===== config.mk =====
export PLATFORM = sky130hd
export DESIGN_NAME = sio_unit
export DESIGN_NICKNAME = d
export VERILOG_FILES = /design/src/shared/sio_pkg.sv /design/src/hdl/sio_sync2.sv /design/src/hdl/sio_rate_gen.sv /design/src/hdl/sio_unit.sv
export SDC_FILE = /design/constraint.sdc
export NUM_CORES = 1
export LEC_CHECK = 0
export ABC_AREA = 0
export BUFFER_PORTS_ARGS = -buffer_cell sky130_fd_sc_hd__buf_2
export CAP_MARGIN = 20
export CORE_MARGIN = 5
export CORE_UTILIZATION = 39
export CTS_CLUSTER_SIZE = 30
export DETAILED_ROUTE_END_ITERATION = 10
export HOLD_SLACK_MARGIN = 0.05
export PLACE_DENSITY = 0.72
export SLEW_MARGIN = 20
export SYNTH_ARGS = -nofsm -noshare
export SYNTH_HDL_FRONTEND = slang
export SYNTH_SLANG_ARGS = --single-unit

===== constraint.sdc =====
create_clock -name sys_clk -period 5.4 [get_ports sys_clk]
set_input_delay 1.08 -clock sys_clk [delete_from_list [all_inputs] [get_ports sys_clk]]
set_output_delay 1.08 -clock sys_clk [all_outputs]
set_load 0.05 [all_outputs]

===== src/shared/sio_pkg.sv =====
/*
  Constants for the clock-synchronous serial unit: register offsets, field
  positions, fixed read values, mode codes and the state encoding.
  Assumes a byte-addressed register port with 32-bit aligned words.
*/
package sio_pkg;
  // Register byte offsets.
  localparam logic [7:0] OFF_STATUS   = 8'h00;
  localparam logic [7:0] OFF_OPERATE  = 8'h04;
  localparam logic [7:0] OFF_CTRL1    = 8'h08;
  localparam logic [7:0] OFF_CTRL2    = 8'h0C;
  localparam logic [7:0] OFF_DATA     = 8'h10;
  localparam logic [7:0] OFF_INT_STAT = 8'h14;
  localparam logic [7:0] OFF_INT_MASK = 8'h18;
  // Status register: flag positions and fixed bits.
  localparam int         BIT_XFER     = 3;
  localparam int         BIT_SHIFT    = 2;
  localparam logic [7:0] STATUS_FIXED = 8'hF3;
  // Operate register: operate bit position and fixed bits.
  localparam int         BIT_OPERATE  = 6;
  localparam logic [7:0] OPER_FIXED   = 8'hBE;
  // First control register fields.
  localparam int         BIT_START    = 7;
  localparam int         BIT_INHIBIT  = 6;
  localparam int         POS_XMODE    = 4;
  localparam int         POS_CLKSEL   = 0;
  // Second control register: mode field position and fixed bits.
  localparam int         POS_OPMODE   = 2;
  localparam logic [7:0] CTRL2_FIXED  = 8'hF3;
  // Mode codes.
  localparam logic [1:0] OPMODE_SIO   = 2'h1;
  localparam logic [1:0] XMODE_TX     = 2'h0;
  localparam logic [1:0] XMODE_TXRX   = 2'h2;
  localparam logic [1:0] XMODE_RX     = 2'h3;
  localparam logic [2:0] CLKSEL_EXT   = 3'h7;
  // Interrupt status bits and the last bit count.
  localparam int         INT_EMPTY    = 0;
  localparam int         INT_FULL     = 1;
  localparam logic [2:0] LAST_BIT     = 3'h7;

  typedef enum logic [2:0] {
    ST_IDLE  = 3'b001,
    ST_WAIT  = 3'b010,
    ST_SHIFT = 3'b100
  } state_t;
endpackage


===== src/hdl/sio_sync2.sv =====
/*
  Two-flop synchroniser for pins that come from outside the clock domain.
  Assumes the inputs change slowly against sys_clk and idle high; both
  stages reset high so that no false edge follows reset.
*/
`timescale 1ns/1ps
module sio_sync2 #(
  parameter int W = 2
) (
  input  wire logic         sys_clk,
  input  wire logic         reset,
  input  wire logic         ce,
  input  wire logic [W-1:0] d,
  output logic      [W-1:0] q
);
  logic [W-1:0] meta_r;
  logic [W-1:0] q_r;

  // The first stage is read by the second stage only.
  always_ff @(posedge sys_clk or posedge reset) begin
    if (reset) begin
      meta_r <= '1;
      q_r    <= '1;
    end else if (ce) begin
      meta_r <= d;
      q_r    <= meta_r;
    end
  end

  assign q = q_r;
endmodule


===== src/hdl/sio_rate_gen.sv =====
/*
  Half-period tick generator for the internal serial clock, seven rates.
  Assumes run is low between transfers, which restarts the count.
*/
`timescale 1ns/1ps
module sio_rate_gen #(
  parameter int CNT_W = 8
) (
  input  wire logic       sys_clk,
  input  wire logic       reset,
  input  wire logic       ce,
  input  wire logic       run,
  input  wire logic [2:0] sel,
  output logic            tick
);
  logic [CNT_W-1:0] cnt_r;
  logic [CNT_W-1:0] cnt_nxt;
  logic [CNT_W-1:0] limit;

  generate
    if (CNT_W < 7) begin : g_bad_width
      $error("sio_rate_gen: CNT_W must be at least 7");
    end
  endgenerate

  // Half period is 2^(sel+1) cycles; the slowest code needs 7 bits.
  always_comb begin
    limit   = CNT_W'((9'h002 << sel) - 9'h001);
    tick    = run && (cnt_r == limit);
    cnt_nxt = (!run || tick) ? '0 : cnt_r + 1'b1;
  end

  always_ff @(posedge sys_clk or posedge reset) begin
    if (reset) begin
      cnt_r <= '0;
    end else if (ce) begin
      cnt_r <= cnt_nxt;
    end
  end
endmodule


===== src/hdl/sio_unit.sv =====
/*
  Clock-synchronous 8-bit serial unit: register port, transfer control,
  internal or external serial clock, automatic wait and interrupt.
  Assumes a register master with one-cycle strobes and pins that are
  asynchronous to sys_clk; the serial clock pin is resolved outside.
*/
// The address-and-strobe port and the address map are this design's own decisions.
// Functional notes
// - Status shows a transfer flag and a shift flag, 1 while busy, 0 when done.
// - The clock select field in the first control register picks the clock.
// - Select code 111 shifts on the clock that the partner drives on the pin.
// - Other codes give one of seven internal rates driven out on the pin.
// - With an internal clock the pin is driven high as a transfer begins.
// - With an internal clock, if software lags on the buffer, the clock stops and shifting waits.
// - Transmit data moves on the leading edge.
// - Receive data is taken on the trailing edge.
// - The leading edge is the falling edge of the pin, whoever drives it.
// - The unit works only with the operating mode field at 01.
// - The trailing edge is the rising edge of the pin.
// - Transmit loads the buffer into the shifter, sends LSB first, flags empty.
// - Receive gathers eight bits LSB first, stores them and flags full.
`timescale 1ns/1ps
module sio_unit
  import sio_pkg::*;
#(
  parameter int AW = 8
) (
  input  wire logic          sys_clk,
  input  wire logic          reset,
  input  wire logic          ce,
  input  wire logic [AW-1:0] addr,
  input  wire logic [31:0]   wdata,
  input  wire logic          wr,
  input  wire logic          rd,
  output logic      [31:0]   rdata,
  input  wire logic          sck_in,
  output logic               sck_out,
  output logic               sck_oe_n,
  output logic               sdo,
  input  wire logic          sdi,
  output logic               transfer_interrupt
);
  generate
    if (AW < 8) begin : g_bad_aw
      $error("sio_unit: AW must be at least 8");
    end
  endgenerate

  state_t      state_r, state_nxt;
  logic        unit_operate_bit_r, unit_operate_bit_nxt;
  logic        start_r, start_nxt;
  logic        inhibit_r, inhibit_nxt;
  logic [1:0]  xmode_r, xmode_nxt;
  logic [2:0]  clock_source_select_r, clock_source_select_nxt;
  logic [1:0]  operating_mode_field_r, operating_mode_field_nxt;
  logic [7:0]  data_buf_r, data_buf_nxt;
  logic        tx_loaded_r, tx_loaded_nxt;
  logic        rx_pending_r, rx_pending_nxt;
  logic [7:0]  shift_r, shift_nxt;
  logic [2:0]  bit_cnt_r, bit_cnt_nxt;
  logic        sck_r, sck_nxt;
  logic        sdo_r, sdo_nxt;
  logic [1:0]  int_stat_r, int_stat_nxt;
  logic [1:0]  int_mask_r, int_mask_nxt;
  logic [31:0] rdata_r, rdata_nxt;
  logic        sck_prev_r;
  logic [1:0]  pins_s;
  logic        sck_s, sdi_s, tick;
  logic        enabled, internal, tx_mode, rx_mode, ready, fall_ev, rise_ev;
  logic        transfer_active_flag, shift_active_flag;
  logic [7:0]  status_rd;
  logic [1:0]  int_set;

  // Pin inputs cross into the sys_clk domain before any use.
  sio_sync2 #(.W(2)) u_sync (
    .sys_clk (sys_clk),
    .reset   (reset),
    .ce      (ce),
    .d       ({sck_in, sdi}),
    .q       (pins_s)
  );
  assign sck_s = pins_s[1];
  assign sdi_s = pins_s[0];

  // Internal rate only runs while bits are moving, so a wait stops the clock.
  sio_rate_gen #(.CNT_W(8)) u_rate (
    .sys_clk (sys_clk),
    .reset   (reset),
    .ce      (ce),
    .run     (state_r == ST_SHIFT && internal),
    .sel     (clock_source_select_r),
    .tick    (tick)
  );

  // Decoded modes, edges and status.
  always_comb begin
    enabled  = unit_operate_bit_r && (operating_mode_field_r == OPMODE_SIO);
    internal = (clock_source_select_r != CLKSEL_EXT);
    tx_mode  = (xmode_r == XMODE_TX) || (xmode_r == XMODE_TXRX);
    rx_mode  = (xmode_r == XMODE_RX) || (xmode_r == XMODE_TXRX);
    // Internal waits for software; an external clock cannot be held.
    ready    = !internal || ((!tx_mode || tx_loaded_r) && (!rx_mode || !rx_pending_r));
    // Falling edge is leading, rising edge is trailing, for either source.
    fall_ev  = internal ? (tick && sck_r) : (sck_prev_r && !sck_s);
    rise_ev  = internal ? (tick && !sck_r) : (!sck_prev_r && sck_s);
    transfer_active_flag = (state_r != ST_IDLE);
    shift_active_flag    = (state_r == ST_SHIFT);
    status_rd = STATUS_FIXED;
    status_rd[BIT_XFER]  = transfer_active_flag;
    status_rd[BIT_SHIFT] = shift_active_flag;
  end

  // Next-state logic for registers, transfer sequencer and read port.
  always_comb begin
    state_nxt                = state_r;
    unit_operate_bit_nxt     = unit_operate_bit_r;
    start_nxt                = start_r;
    inhibit_nxt              = inhibit_r;
    xmode_nxt                = xmode_r;
    clock_source_select_nxt  = clock_source_select_r;
    operating_mode_field_nxt = operating_mode_field_r;
    data_buf_nxt             = data_buf_r;
    tx_loaded_nxt            = tx_loaded_r;
    rx_pending_nxt           = rx_pending_r;
    shift_nxt                = shift_r;
    bit_cnt_nxt              = bit_cnt_r;
    sck_nxt                  = sck_r;
    sdo_nxt                  = sdo_r;
    int_mask_nxt             = int_mask_r;
    int_set                  = 2'h0;
    rdata_nxt                = 32'h0000_0000;

    // Software writes; fixed bits of each register are never stored.
    if (wr) begin
      unique case (addr[7:0])
        OFF_OPERATE:  unit_operate_bit_nxt = wdata[BIT_OPERATE];
        OFF_CTRL1: begin
          inhibit_nxt             = wdata[BIT_INHIBIT];
          start_nxt               = wdata[BIT_START] && !wdata[BIT_INHIBIT];
          xmode_nxt               = wdata[POS_XMODE +: 2];
          clock_source_select_nxt = wdata[POS_CLKSEL +: 3];
        end
        OFF_CTRL2:    operating_mode_field_nxt = wdata[POS_OPMODE +: 2];
        OFF_DATA: begin
          data_buf_nxt  = wdata[7:0];
          tx_loaded_nxt = 1'b1;
        end
        OFF_INT_MASK: int_mask_nxt = wdata[1:0];
        default: ;
      endcase
    end

    // Reads answer in the next cycle; unmapped offsets read zero.
    if (rd) begin
      unique case (addr[7:0])
        OFF_STATUS:   rdata_nxt = {24'h000000, status_rd};
        OFF_OPERATE:  rdata_nxt = {24'h000000, OPER_FIXED | (8'(unit_operate_bit_r) << BIT_OPERATE)};
        OFF_CTRL1:    rdata_nxt = {24'h000000, start_r, inhibit_r, xmode_r, 1'b0,
                                   clock_source_select_r};
        OFF_CTRL2:    rdata_nxt = {24'h000000, CTRL2_FIXED |
                                   (8'(operating_mode_field_r) << POS_OPMODE)};
        OFF_DATA: begin
          rdata_nxt      = {24'h000000, data_buf_r};
          rx_pending_nxt = 1'b0;
        end
        OFF_INT_STAT: rdata_nxt = {30'h00000000, int_stat_r};
        OFF_INT_MASK: rdata_nxt = {30'h00000000, int_mask_r};
        default:      rdata_nxt = 32'h0000_0000;
      endcase
    end

    // Sequencer. Inhibit or leaving the mode aborts at once.
    if (!enabled || inhibit_nxt) begin
      state_nxt = ST_IDLE;
      start_nxt = 1'b0;
      sck_nxt   = 1'b1; // An abort mid-byte must not leave the pin parked low.
    end else begin
      unique case (state_r)
        ST_IDLE: begin
          if (start_nxt) begin
            state_nxt = ST_WAIT;
            sck_nxt   = 1'b1;
          end
        end
        ST_WAIT: begin
          if (!start_r) begin
            state_nxt = ST_IDLE;
          end else if (ready) begin
            state_nxt   = ST_SHIFT;
            bit_cnt_nxt = 3'h0;
            if (tx_mode) begin
              shift_nxt     = data_buf_r;
              tx_loaded_nxt = 1'b0;
              int_set[INT_EMPTY] = 1'b1;
            end
          end
        end
        ST_SHIFT: begin
          if (fall_ev) begin
            sck_nxt = 1'b0;
            sdo_nxt = shift_r[0];
          end else if (rise_ev) begin
            sck_nxt     = 1'b1;
            shift_nxt   = {sdi_s, shift_r[7:1]};
            bit_cnt_nxt = bit_cnt_r + 3'h1;
            if (bit_cnt_r == LAST_BIT) begin
              if (rx_mode) begin
                data_buf_nxt      = {sdi_s, shift_r[7:1]};
                rx_pending_nxt    = 1'b1;
                int_set[INT_FULL] = 1'b1;
              end
              // A cleared start lets the current byte finish, then stops.
              state_nxt = start_r ? ST_WAIT : ST_IDLE;
            end
          end
        end
        default: state_nxt = ST_IDLE;
      endcase
    end

    // Sticky flags: write one to clear, a new event in the same cycle wins.
    int_stat_nxt = int_stat_r;
    if (wr && addr[7:0] == OFF_INT_STAT) begin
      int_stat_nxt = int_stat_r & ~wdata[1:0];
    end
    int_stat_nxt = int_stat_nxt | int_set;
  end

  // State registers; a low clock enable freezes everything.
  always_ff @(posedge sys_clk or posedge reset) begin
    if (reset) begin
      state_r                <= ST_IDLE;
      unit_operate_bit_r     <= 1'b0;
      start_r                <= 1'b0;
      inhibit_r              <= 1'b0;
      xmode_r                <= XMODE_TX;
      clock_source_select_r  <= 3'h0;
      operating_mode_field_r <= 2'h0;
      data_buf_r             <= 8'h00;
      tx_loaded_r            <= 1'b0;
      rx_pending_r           <= 1'b0;
      shift_r                <= 8'h00;
      bit_cnt_r              <= 3'h0;
      sck_r                  <= 1'b1;
      sdo_r                  <= 1'b1;
      int_stat_r             <= 2'h0;
      int_mask_r             <= 2'h0;
      rdata_r                <= 32'h0000_0000;
      sck_prev_r             <= 1'b1;
    end else if (ce) begin
      state_r                <= state_nxt;
      unit_operate_bit_r     <= unit_operate_bit_nxt;
      start_r                <= start_nxt;
      inhibit_r              <= inhibit_nxt;
      xmode_r                <= xmode_nxt;
      clock_source_select_r  <= clock_source_select_nxt;
      operating_mode_field_r <= operating_mode_field_nxt;
      data_buf_r             <= data_buf_nxt;
      tx_loaded_r            <= tx_loaded_nxt;
      rx_pending_r           <= rx_pending_nxt;
      shift_r                <= shift_nxt;
      bit_cnt_r              <= bit_cnt_nxt;
      sck_r                  <= sck_nxt;
      sdo_r                  <= sdo_nxt;
      int_stat_r             <= int_stat_nxt;
      int_mask_r             <= int_mask_nxt;
      rdata_r                <= rdata_nxt;
      sck_prev_r             <= sck_s;
    end
  end

  // Pin drive: the clock pin is driven only for an internal clock.
  assign sck_out  = sck_r;
  assign sck_oe_n = !(enabled && internal);
  assign sdo      = sdo_r;
  assign rdata    = rdata_r;
  assign transfer_interrupt = |(int_stat_r & int_mask_r);

  // Checks kept beside the logic they watch.
  property p_status_read;
    @(posedge sys_clk) disable iff (reset)
    (ce && rd && addr[7:0] == OFF_STATUS) |=> rdata[BIT_XFER] == $past(transfer_active_flag);
  endproperty
  a_status_read: assert property (p_status_read) else $error("status flag misread");

  property p_shift_in_xfer;
    @(posedge sys_clk) disable iff (reset)
    shift_active_flag |-> transfer_active_flag;
  endproperty
  a_shift_in_xfer: assert property (p_shift_in_xfer) else $error("shift without transfer");

  property p_fixed_bits;
    @(posedge sys_clk) disable iff (reset)
    (ce && rd && addr[7:0] == OFF_STATUS) |=> rdata[7:4] == 4'hF && rdata[1:0] == 2'h3;
  endproperty
  a_fixed_bits: assert property (p_fixed_bits) else $error("status fixed bits wrong");

  property p_start_high;
    @(posedge sys_clk) disable iff (reset)
    (state_r == ST_WAIT && internal) |-> sck_out;
  endproperty
  a_start_high: assert property (p_start_high) else $error("clock not high at start");

  property p_wait_holds;
    @(posedge sys_clk) disable iff (reset)
    (ce && state_r == ST_WAIT && internal && !ready) |=> state_r != ST_SHIFT;
  endproperty
  a_wait_holds: assert property (p_wait_holds) else $error("shifted while waiting");

  property p_ext_no_wait;
    @(posedge sys_clk) disable iff (reset)
    (ce && state_r == ST_WAIT && !internal && start_r && enabled && !inhibit_nxt)
      |=> state_r == ST_SHIFT;
  endproperty
  a_ext_no_wait: assert property (p_ext_no_wait) else $error("external clock waited");

  property p_tx_on_fall;
    @(posedge sys_clk) disable iff (reset)
    (ce && state_r == ST_SHIFT && fall_ev && enabled && !inhibit_nxt)
      |=> sdo == $past(shift_r[0]) && !sck_out;
  endproperty
  a_tx_on_fall: assert property (p_tx_on_fall) else $error("transmit bit not on fall");

  property p_rx_on_rise;
    @(posedge sys_clk) disable iff (reset)
    (ce && state_r == ST_SHIFT && rise_ev && enabled && !inhibit_nxt)
      |=> shift_r[7] == $past(sdi_s) && sck_out;
  endproperty
  a_rx_on_rise: assert property (p_rx_on_rise) else $error("receive bit not on rise");

  property p_mode_gate;
    @(posedge sys_clk) disable iff (reset)
    (ce && operating_mode_field_r != OPMODE_SIO) |=> state_r == ST_IDLE;
  endproperty
  a_mode_gate: assert property (p_mode_gate) else $error("active outside serial mode");

  property p_rx_full;
    @(posedge sys_clk) disable iff (reset)
    (ce && state_r == ST_SHIFT && rise_ev && bit_cnt_r == LAST_BIT && rx_mode && enabled
      && !inhibit_nxt) |=> int_stat_r[INT_FULL] && data_buf_r[7] == $past(sdi_s);
  endproperty
  a_rx_full: assert property (p_rx_full) else $error("receive byte not stored");
endmodule


==> results of run 1 <==
==> kinds of logic (layout without fill, tap and decap cells) <==
kind of cell,after synthesis,count (layout),synth area share [%]
multiplexers,35,35,10.6
flip-flops,61,61,41.9
XOR/XNOR,8,8,1.91
adder cells (fa/ha/maj),4,4,1.36
AND/OR/NAND/NOR,146,146,19.9
AO/OA/AOI/OAI,79,79,15.1
other,1,24,0.102
buffers and inverters,64,73,9.20
==> worst min-delay path, stage by stage (launching register included) <==
cell and delay (ps):
dfstp_2 380, inv_1 60, a21oi_1 60
==> flip-flops by register name, indices dropped and copies added, names as in the netlist <==
register,cells
bit_cnt_r,3
clock_source_select_r,3
data_buf_r,8
inhibit_r,1
int_mask_r,2
int_stat_r,2
operating_mode_field_r,2
rdata,8
rx_pending_r,1
sck_out,1
sck_prev_r,1
sdo,1
shift_r,8
start_r,1
state_r,3
tx_loaded_r,1
u_rate.cnt_r,8
u_sync.meta_r,2
u_sync.q,2
unit_operate_bit_r,1
xmode_r,2
==> worst min-delay path by stage <==
stage,start,end,cells past startpoint
finish,sck_out$_DFFE_PP1P_,sck_out$_DFFE_PP1P_,2
global route,sck_out$_DFFE_PP1P_,sck_out$_DFFE_PP1P_,2
CTS,sck_out$_DFFE_PP1P_,sck_out$_DFFE_PP1P_,2
detailed placement,sck_out$_DFFE_PP1P_,sck_out$_DFFE_PP1P_,2
global placement,sck_out$_DFFE_PP1P_,sck_out$_DFFE_PP1P_,2
floorplan,rx_pending_r$_DFFE_PP0P_,rx_pending_r$_DFFE_PP0P_,2
==> stage by stage <==
stage	hold WS [ps]	instances	worst slack [ps]	power (uW)
floorplan	462	421	2330	588
global placement	476	525	1840	596
detailed placement	483	525	1830	599
CTS	495	541	2170	968
global route	509	541	1930	1000
finish	495	541	2150	959
==> metal layers <==
layer	vias up	GRT usage (%)	share of wire (%)
met4	0	6.12	1.6
met1	1434	19.8	44
met5	-	0	0
met3	12	3.43	6.7
li1	1415	-	-
met2	99	23.3	48
==> power groups by stage <==
stage,clock network (uW),registers [uW],logic [uW]
2_1_floorplan,0,485,103
3_3_place_gp,0,488,108
3_5_place_dp,0,488,111
4_1_cts,377,480,111
5_1_grt,398,482,120
6_report,369,480,111
==> placed cells by master (no fill, tap or decap), types with 5 or more instances in the layout <==
cell	synthesis	final
nand2_1	48	48
nor2_1	34	33
o221a_2	8	8
nand4_1	9	9
conb_1	1	24
mux2_2	30	30
a21oi_1	12	12
mux2i_1	5	5
xnor2_1	5	5
nand3_1	11	11
clkbuf_8	0	11
buf_2	3	34
o21ai_0	20	20
dfstp_2	8	8
o22ai_1	9	9
nand2b_1	8	8
inv_1	22	21
dfrtp_1	53	53
==> area by class of cell <==
class,instances,area (sq um)
Inverter,22,82.6
Tap cell,111,139
Multi-Input combinational cell,296,1890
Fill cell,909,5200
Clock buffer,12,155
Timing Repair Buffer,35,178
Clock inverter,4,22.5
Sequential cell,61,1540
==> flow_summary.json, run 1 <==
{
  "status": "completed",
  "slew-limit-headroom_pct": 33.4,
  "vias_per_cell": 5.47,
  "portBuffers": 34,
  "ys.flop_type": "dfrtp_1",
  "min_period_over_period_pct": 60.1,
  "path_depth": 8,
  "setup_viol": 0,
  "p_comb_share_pct": 11.5,
  "fin_util_pct": 43.5,
  "wire_per_inst_um": 15.3,
  "place.gp.congestion": 0.881,
  "yosys-top-cells-area": "dfrtp_1 (36%), mux2_2 (9.2%), dfstp_2 (5.7%)",
  "netlist_area_sq_um": 3670,
  "routed_wl_mm": 8.26,
  "synth.avg_cell_area_sq_um": 9.22,
  "p_leak_uw": 0.00185,
  "powerDensity_nw_per_um2": 240,
  "cts_tree": "done",
  "final_cell_area_sq_um": 4000,
  "final_nets": 476,
  "h-tree-depth": 3,
  "num_rows": 35,
  "tns_ps": 0,
  "drt-initial-drc-count": 189,
  "cts_buffers": 9,
  "yosysMostFrequentCell": "dfrtp_1",
  "cts_setup_buffers": 0,
  "route.detailed.drc": 0,
  "r2r-start": "clock_source_select_r[2]$_DFFE_PP0P_",
  "synth-async-reset-ratio_pct": 100,
  "insertion_delay_ps": 340,
  "cp.required_ps": 5620,
  "rr_worst_depth": 8,
  "crit_family": "simple AND/OR/NAND/NOR gates",
  "synth_top_cell_by_area": "dfrtp_1",
  "io_pins": 83,
  "worstSetupEndpointType": "flip-flop",
  "tightestPinTransition_ps": 991,
  "initial_utilization_pct": 39.9,
  "drive_gt1_share_pct": 25.1,
  "min_period_ps": 3250,
  "gr-total-overflow": 0,
  "grt_pass1_vias": 2809,
  "grt_max_degree": 62,
  "place_area_sq_um": 3820,
  "path_class": "in -> reg",
  "p_clk_share_pct": 38.4,
  "dieHeight_um": 107,
  "cp-startpoint": "addr[4]",
  "cts.clk_slew.worst_paths_ps": 70,
  "path_cells": "buf_2 -> nor4b_1 -> nand4bb_1 -> mux2i_1 -> and2_2 -> nand2_2 -> nor3_4 -> mux2_2",
  "start_kind": "input port",
  "grt_usage_pct": 14.9,
  "p_int_uw": 690,
  "crit_buf_inv": 1,
  "hpwl_mm": 6.03,
  "timing_hold_violations_final": 0,
  "cp_max_fo": 25,
  "clkSinkCount": 61,
  "skew_ps": 7.15,
  "synth_edf_count": 0,
  "antenna_found_initial": 0,
  "clock_path_buffers": 2,
  "hp-class": "reg -> reg",
  "netlist.area_leader.share_pct": 36.1,
  "reg2reg_to": "shift_r[6]$_DFFE_PP0P_",
  "worstSetupEndpoint": "shift_r[6]$_DFFE_PP0P_",
  "cts_resized": 0,
  "synthToLayoutAreaGrowth_pct": 8.93,
  "core-area_sq_um": 9200,
  "die_w_um": 107,
  "ant_nets": 0,
  "postCtsHoldBufs": 0,
  "synth_cells": 398,
  "ys_seq_elements": 61,
  "rrSetupSlack_ps": 2150,
  "grt_pass1_wl_mm": 13.6,
  "rsz0062_at_grt": "no",
  "cts_root_buf": "clkbuf_8",
  "diodes": 0,
  "slowest_delay_ps": 450,
  "p_sw_share_pct": 28.1,
  "synth_seq_area_share_pct": 41.9,
  "yosys_warnings": 0,
  "slew_viol_final": 0,
  "drtPass1Iterations": 4,
  "max_freq_mhz": 308,
  "netlist-cell-type-count": 59,
  "seqPwrFrac_pct": 50.0,
  "die_area_sq_um": 11500,
  "slowest_stage": "nor3_4",
  "vdd_drop_max_mv": 0.0812,
  "yosys-top-cells-count": "dfrtp_1 (53), nand2_1 (48), nor2_1 (34)",
  "num_vias": 2960,
  "maxCapViolCount": 0,
  "p_sw_uw": 269,
  "cp.arrival_ps": 3470
}
No activity file was read; power rests on OpenSTA's default activity.
==> run 2, diff against run 1 <==
==> constraint.sdc (replaced) <==
create_clock -name sys_clk -period 3.3 [get_ports sys_clk]
set_input_delay 0.66 -clock sys_clk [delete_from_list [all_inputs] [get_ports sys_clk]]
set_output_delay 0.66 -clock sys_clk [all_outputs]
set_load 0.05 [all_outputs]
==> flow_summary.json, run 2 (synthesized netlist as in run 1, its figures left out) <==
{
  "cp_max_fo": 8,
  "hp-class": "in -> async",
  "path_cells": "or3_1 -> ha_1 -> xor2_1 -> o2111ai_1 -> a211oi_1 -> o2111ai_1 -> o21a_1 -> nor3_4 -> mux2_2",
  "clock_path_buffers": 2,
  "timing_hold_violations_final": 0,
  "io_pins": 83,
  "vias_per_cell": 5.42,
  "worst_path_most_repeated_cell": "o2111ai_1",
  "slew_viol_final": 0,
  "h-tree-depth": 3,
  "postCtsHoldBufs": 0,
  "worstSetupEndpointType": "flip-flop",
  "rr_worst_depth": 9,
  "slowest_delay_ps": 400,
  "clkSinkCount": 61,
  "drive_gt1_share_pct": 26.4,
  "crit_family": "compound AO/OA/AOI/OAI gates",
  "fill_cells": 886,
  "status": "completed",
  "portBuffers": 34,
  "cts_buffers": 9,
  "final_cell_mix": "dfrtp_1 (53), nand2_1 (48), nor2_1 (34), buf_2 (34), mux2_2 (30)",
  "slew-limit-headroom_pct": 58.2,
  "antenna_found_initial": 0,
  "ant_nets": 0,
  "initial_utilization_pct": 39.9,
  "cts_setup_buffers": 0,
  "setup_viol": 0,
  "vdd_drop_max_mv": 0.213,
  "rrSetupSlack_ps": 230,
  "layout_commonest_cell": "dfrtp_1",
  "final_nets": 486,
  "drt-initial-drc-count": 265,
  "wire_per_inst_um": 15.4,
  "crit_buf_inv": 0,
  "p_leak_uw": 0.00194,
  "routed_wl_mm": 8.49,
  "cp-startpoint": "clock_source_select_r[2]$_DFFE_PP0P_",
  "slowest_stage": "or3_1",
  "tightestPinTransition_ps": 625,
  "path_depth": 9,
  "route.detailed.drc": 0,
  "die_area_sq_um": 11500,
  "powerDensity_nw_per_um2": 434,
  "maxCapViolCount": 0,
  "drtPass1Iterations": 5,
  "min_period_ps": 3070,
  "core-area_sq_um": 9200,
  "cp.required_ps": 3530,
  "multi_input_comb_area_sq_um": 1880,
  "tns_ps": 0,
  "place.gp.congestion": 0.889,
  "reg2reg_to": "shift_r[0]$_DFFE_PP0P_",
  "grt_usage_pct": 15.5,
  "grt_pass1_wl_mm": 14.1,
  "min_period_over_period_pct": 93.1,
  "num_rows": 35,
  "worstSetupEndpoint": "shift_r[0]$_DFFE_PP0P_",
  "seq_area_sq_um": 1540,
  "gr-total-overflow": 0,
  "synthToLayoutAreaGrowth_pct": 13.0,
  "hpwl_mm": 6.35,
  "grt_max_degree": 35,
  "cts_resized": 0,
  "max_freq_mhz": 325,
  "grt_pass1_vias": 2921,
  "skew_ps": 7.25,
  "rsz0062_at_grt": "no",
  "cp.arrival_ps": 3310,
  "p_total_uw": 1800,
  "start_kind": "flip-flop",
  "cts_root_buf": "clkbuf_8",
  "dieHeight_um": 107,
  "num_vias": 2985,
  "cts.clk_slew.worst_paths_ps": 70,
  "cts_tree": "done",
  "r2r-start": "clock_source_select_r[2]$_DFFE_PP0P_",
  "diodes": 0,
  "die_w_um": 107,
  "path_class": "reg -> reg",
  "insertion_delay_ps": 350
}
run 2: cell types whose count changed in the layout (fill, tap and decap cells not counted):
cell        change
buf_4           +9
bufinv_16       +3
clkinv_2        -2
buf_12          +1
clkbuf_1        +1
clkbuf_8        -1
clkinvlp_4      -1
nor2_1          +1
nor2_2          -1
run 2: final cells by class:
| type | instances | share of cell area [%] |
|---|---|---|
| Clock inverter | 4 | 2.29 |
| Tap cell | 111 | 3.35 |
| Inverter | 22 | 1.99 |
| Multi-Input combinational cell | 296 | 45.4 |
| Timing Repair Buffer | 45 | 6.40 |
| Clock buffer | 12 | 3.50 |
| Sequential cell | 61 | 37.1 |
run 2: worst min-delay path by stage:
stage | slack (ps) | cells after the start | to | from
floorplan | 460 | 2 | rx_pending_r$_DFFE_PP0P_ | rx_pending_r$_DFFE_PP0P_
global placement | 480 | 2 | sck_out$_DFFE_PP1P_ | sck_out$_DFFE_PP1P_
finish | 380 | 2 | shift_r[1]$_DFFE_PP0P_ | reset
global route | 440 | 2 | int_mask_r[0]$_DFFE_PP0P_ | reset
detailed placement | 480 | 2 | sck_out$_DFFE_PP1P_ | sck_out$_DFFE_PP1P_
CTS | 400 | 2 | shift_r[1]$_DFFE_PP0P_ | reset
run 2: stage by stage:
stage,hold WS (ps),util [%],instances,worst slack (ps),instance area [sq um]
after floorplan,462,-,421,374,3760
after global placement,475,42.5,535,295,3910
after detailed placement,482,42.5,535,223,3910
after CTS,403,45.1,551,208,4150
after global routing,444,45.1,551,34.2,4150
final,381,45.1,551,227,4150
run 2: power by group:
group	switching (uW)	leakage (uW)	total (uW)	internal, uW
sequential	11.9	0.000792	783	771
combinational	139	0.00102	193	54.2
clock	301	0.000121	823	522
run 2: metal layers:
layer  global-route usage, %  vias to the layer above  part of all wire [%]
met1                    20.8                     1409                    45
met2                    24.1                      123                    46
li1                        -                     1439                     -
met3                    3.43                       14                   6.7
met4                    6.67                        0                   1.8
met5                       0                        -                     0
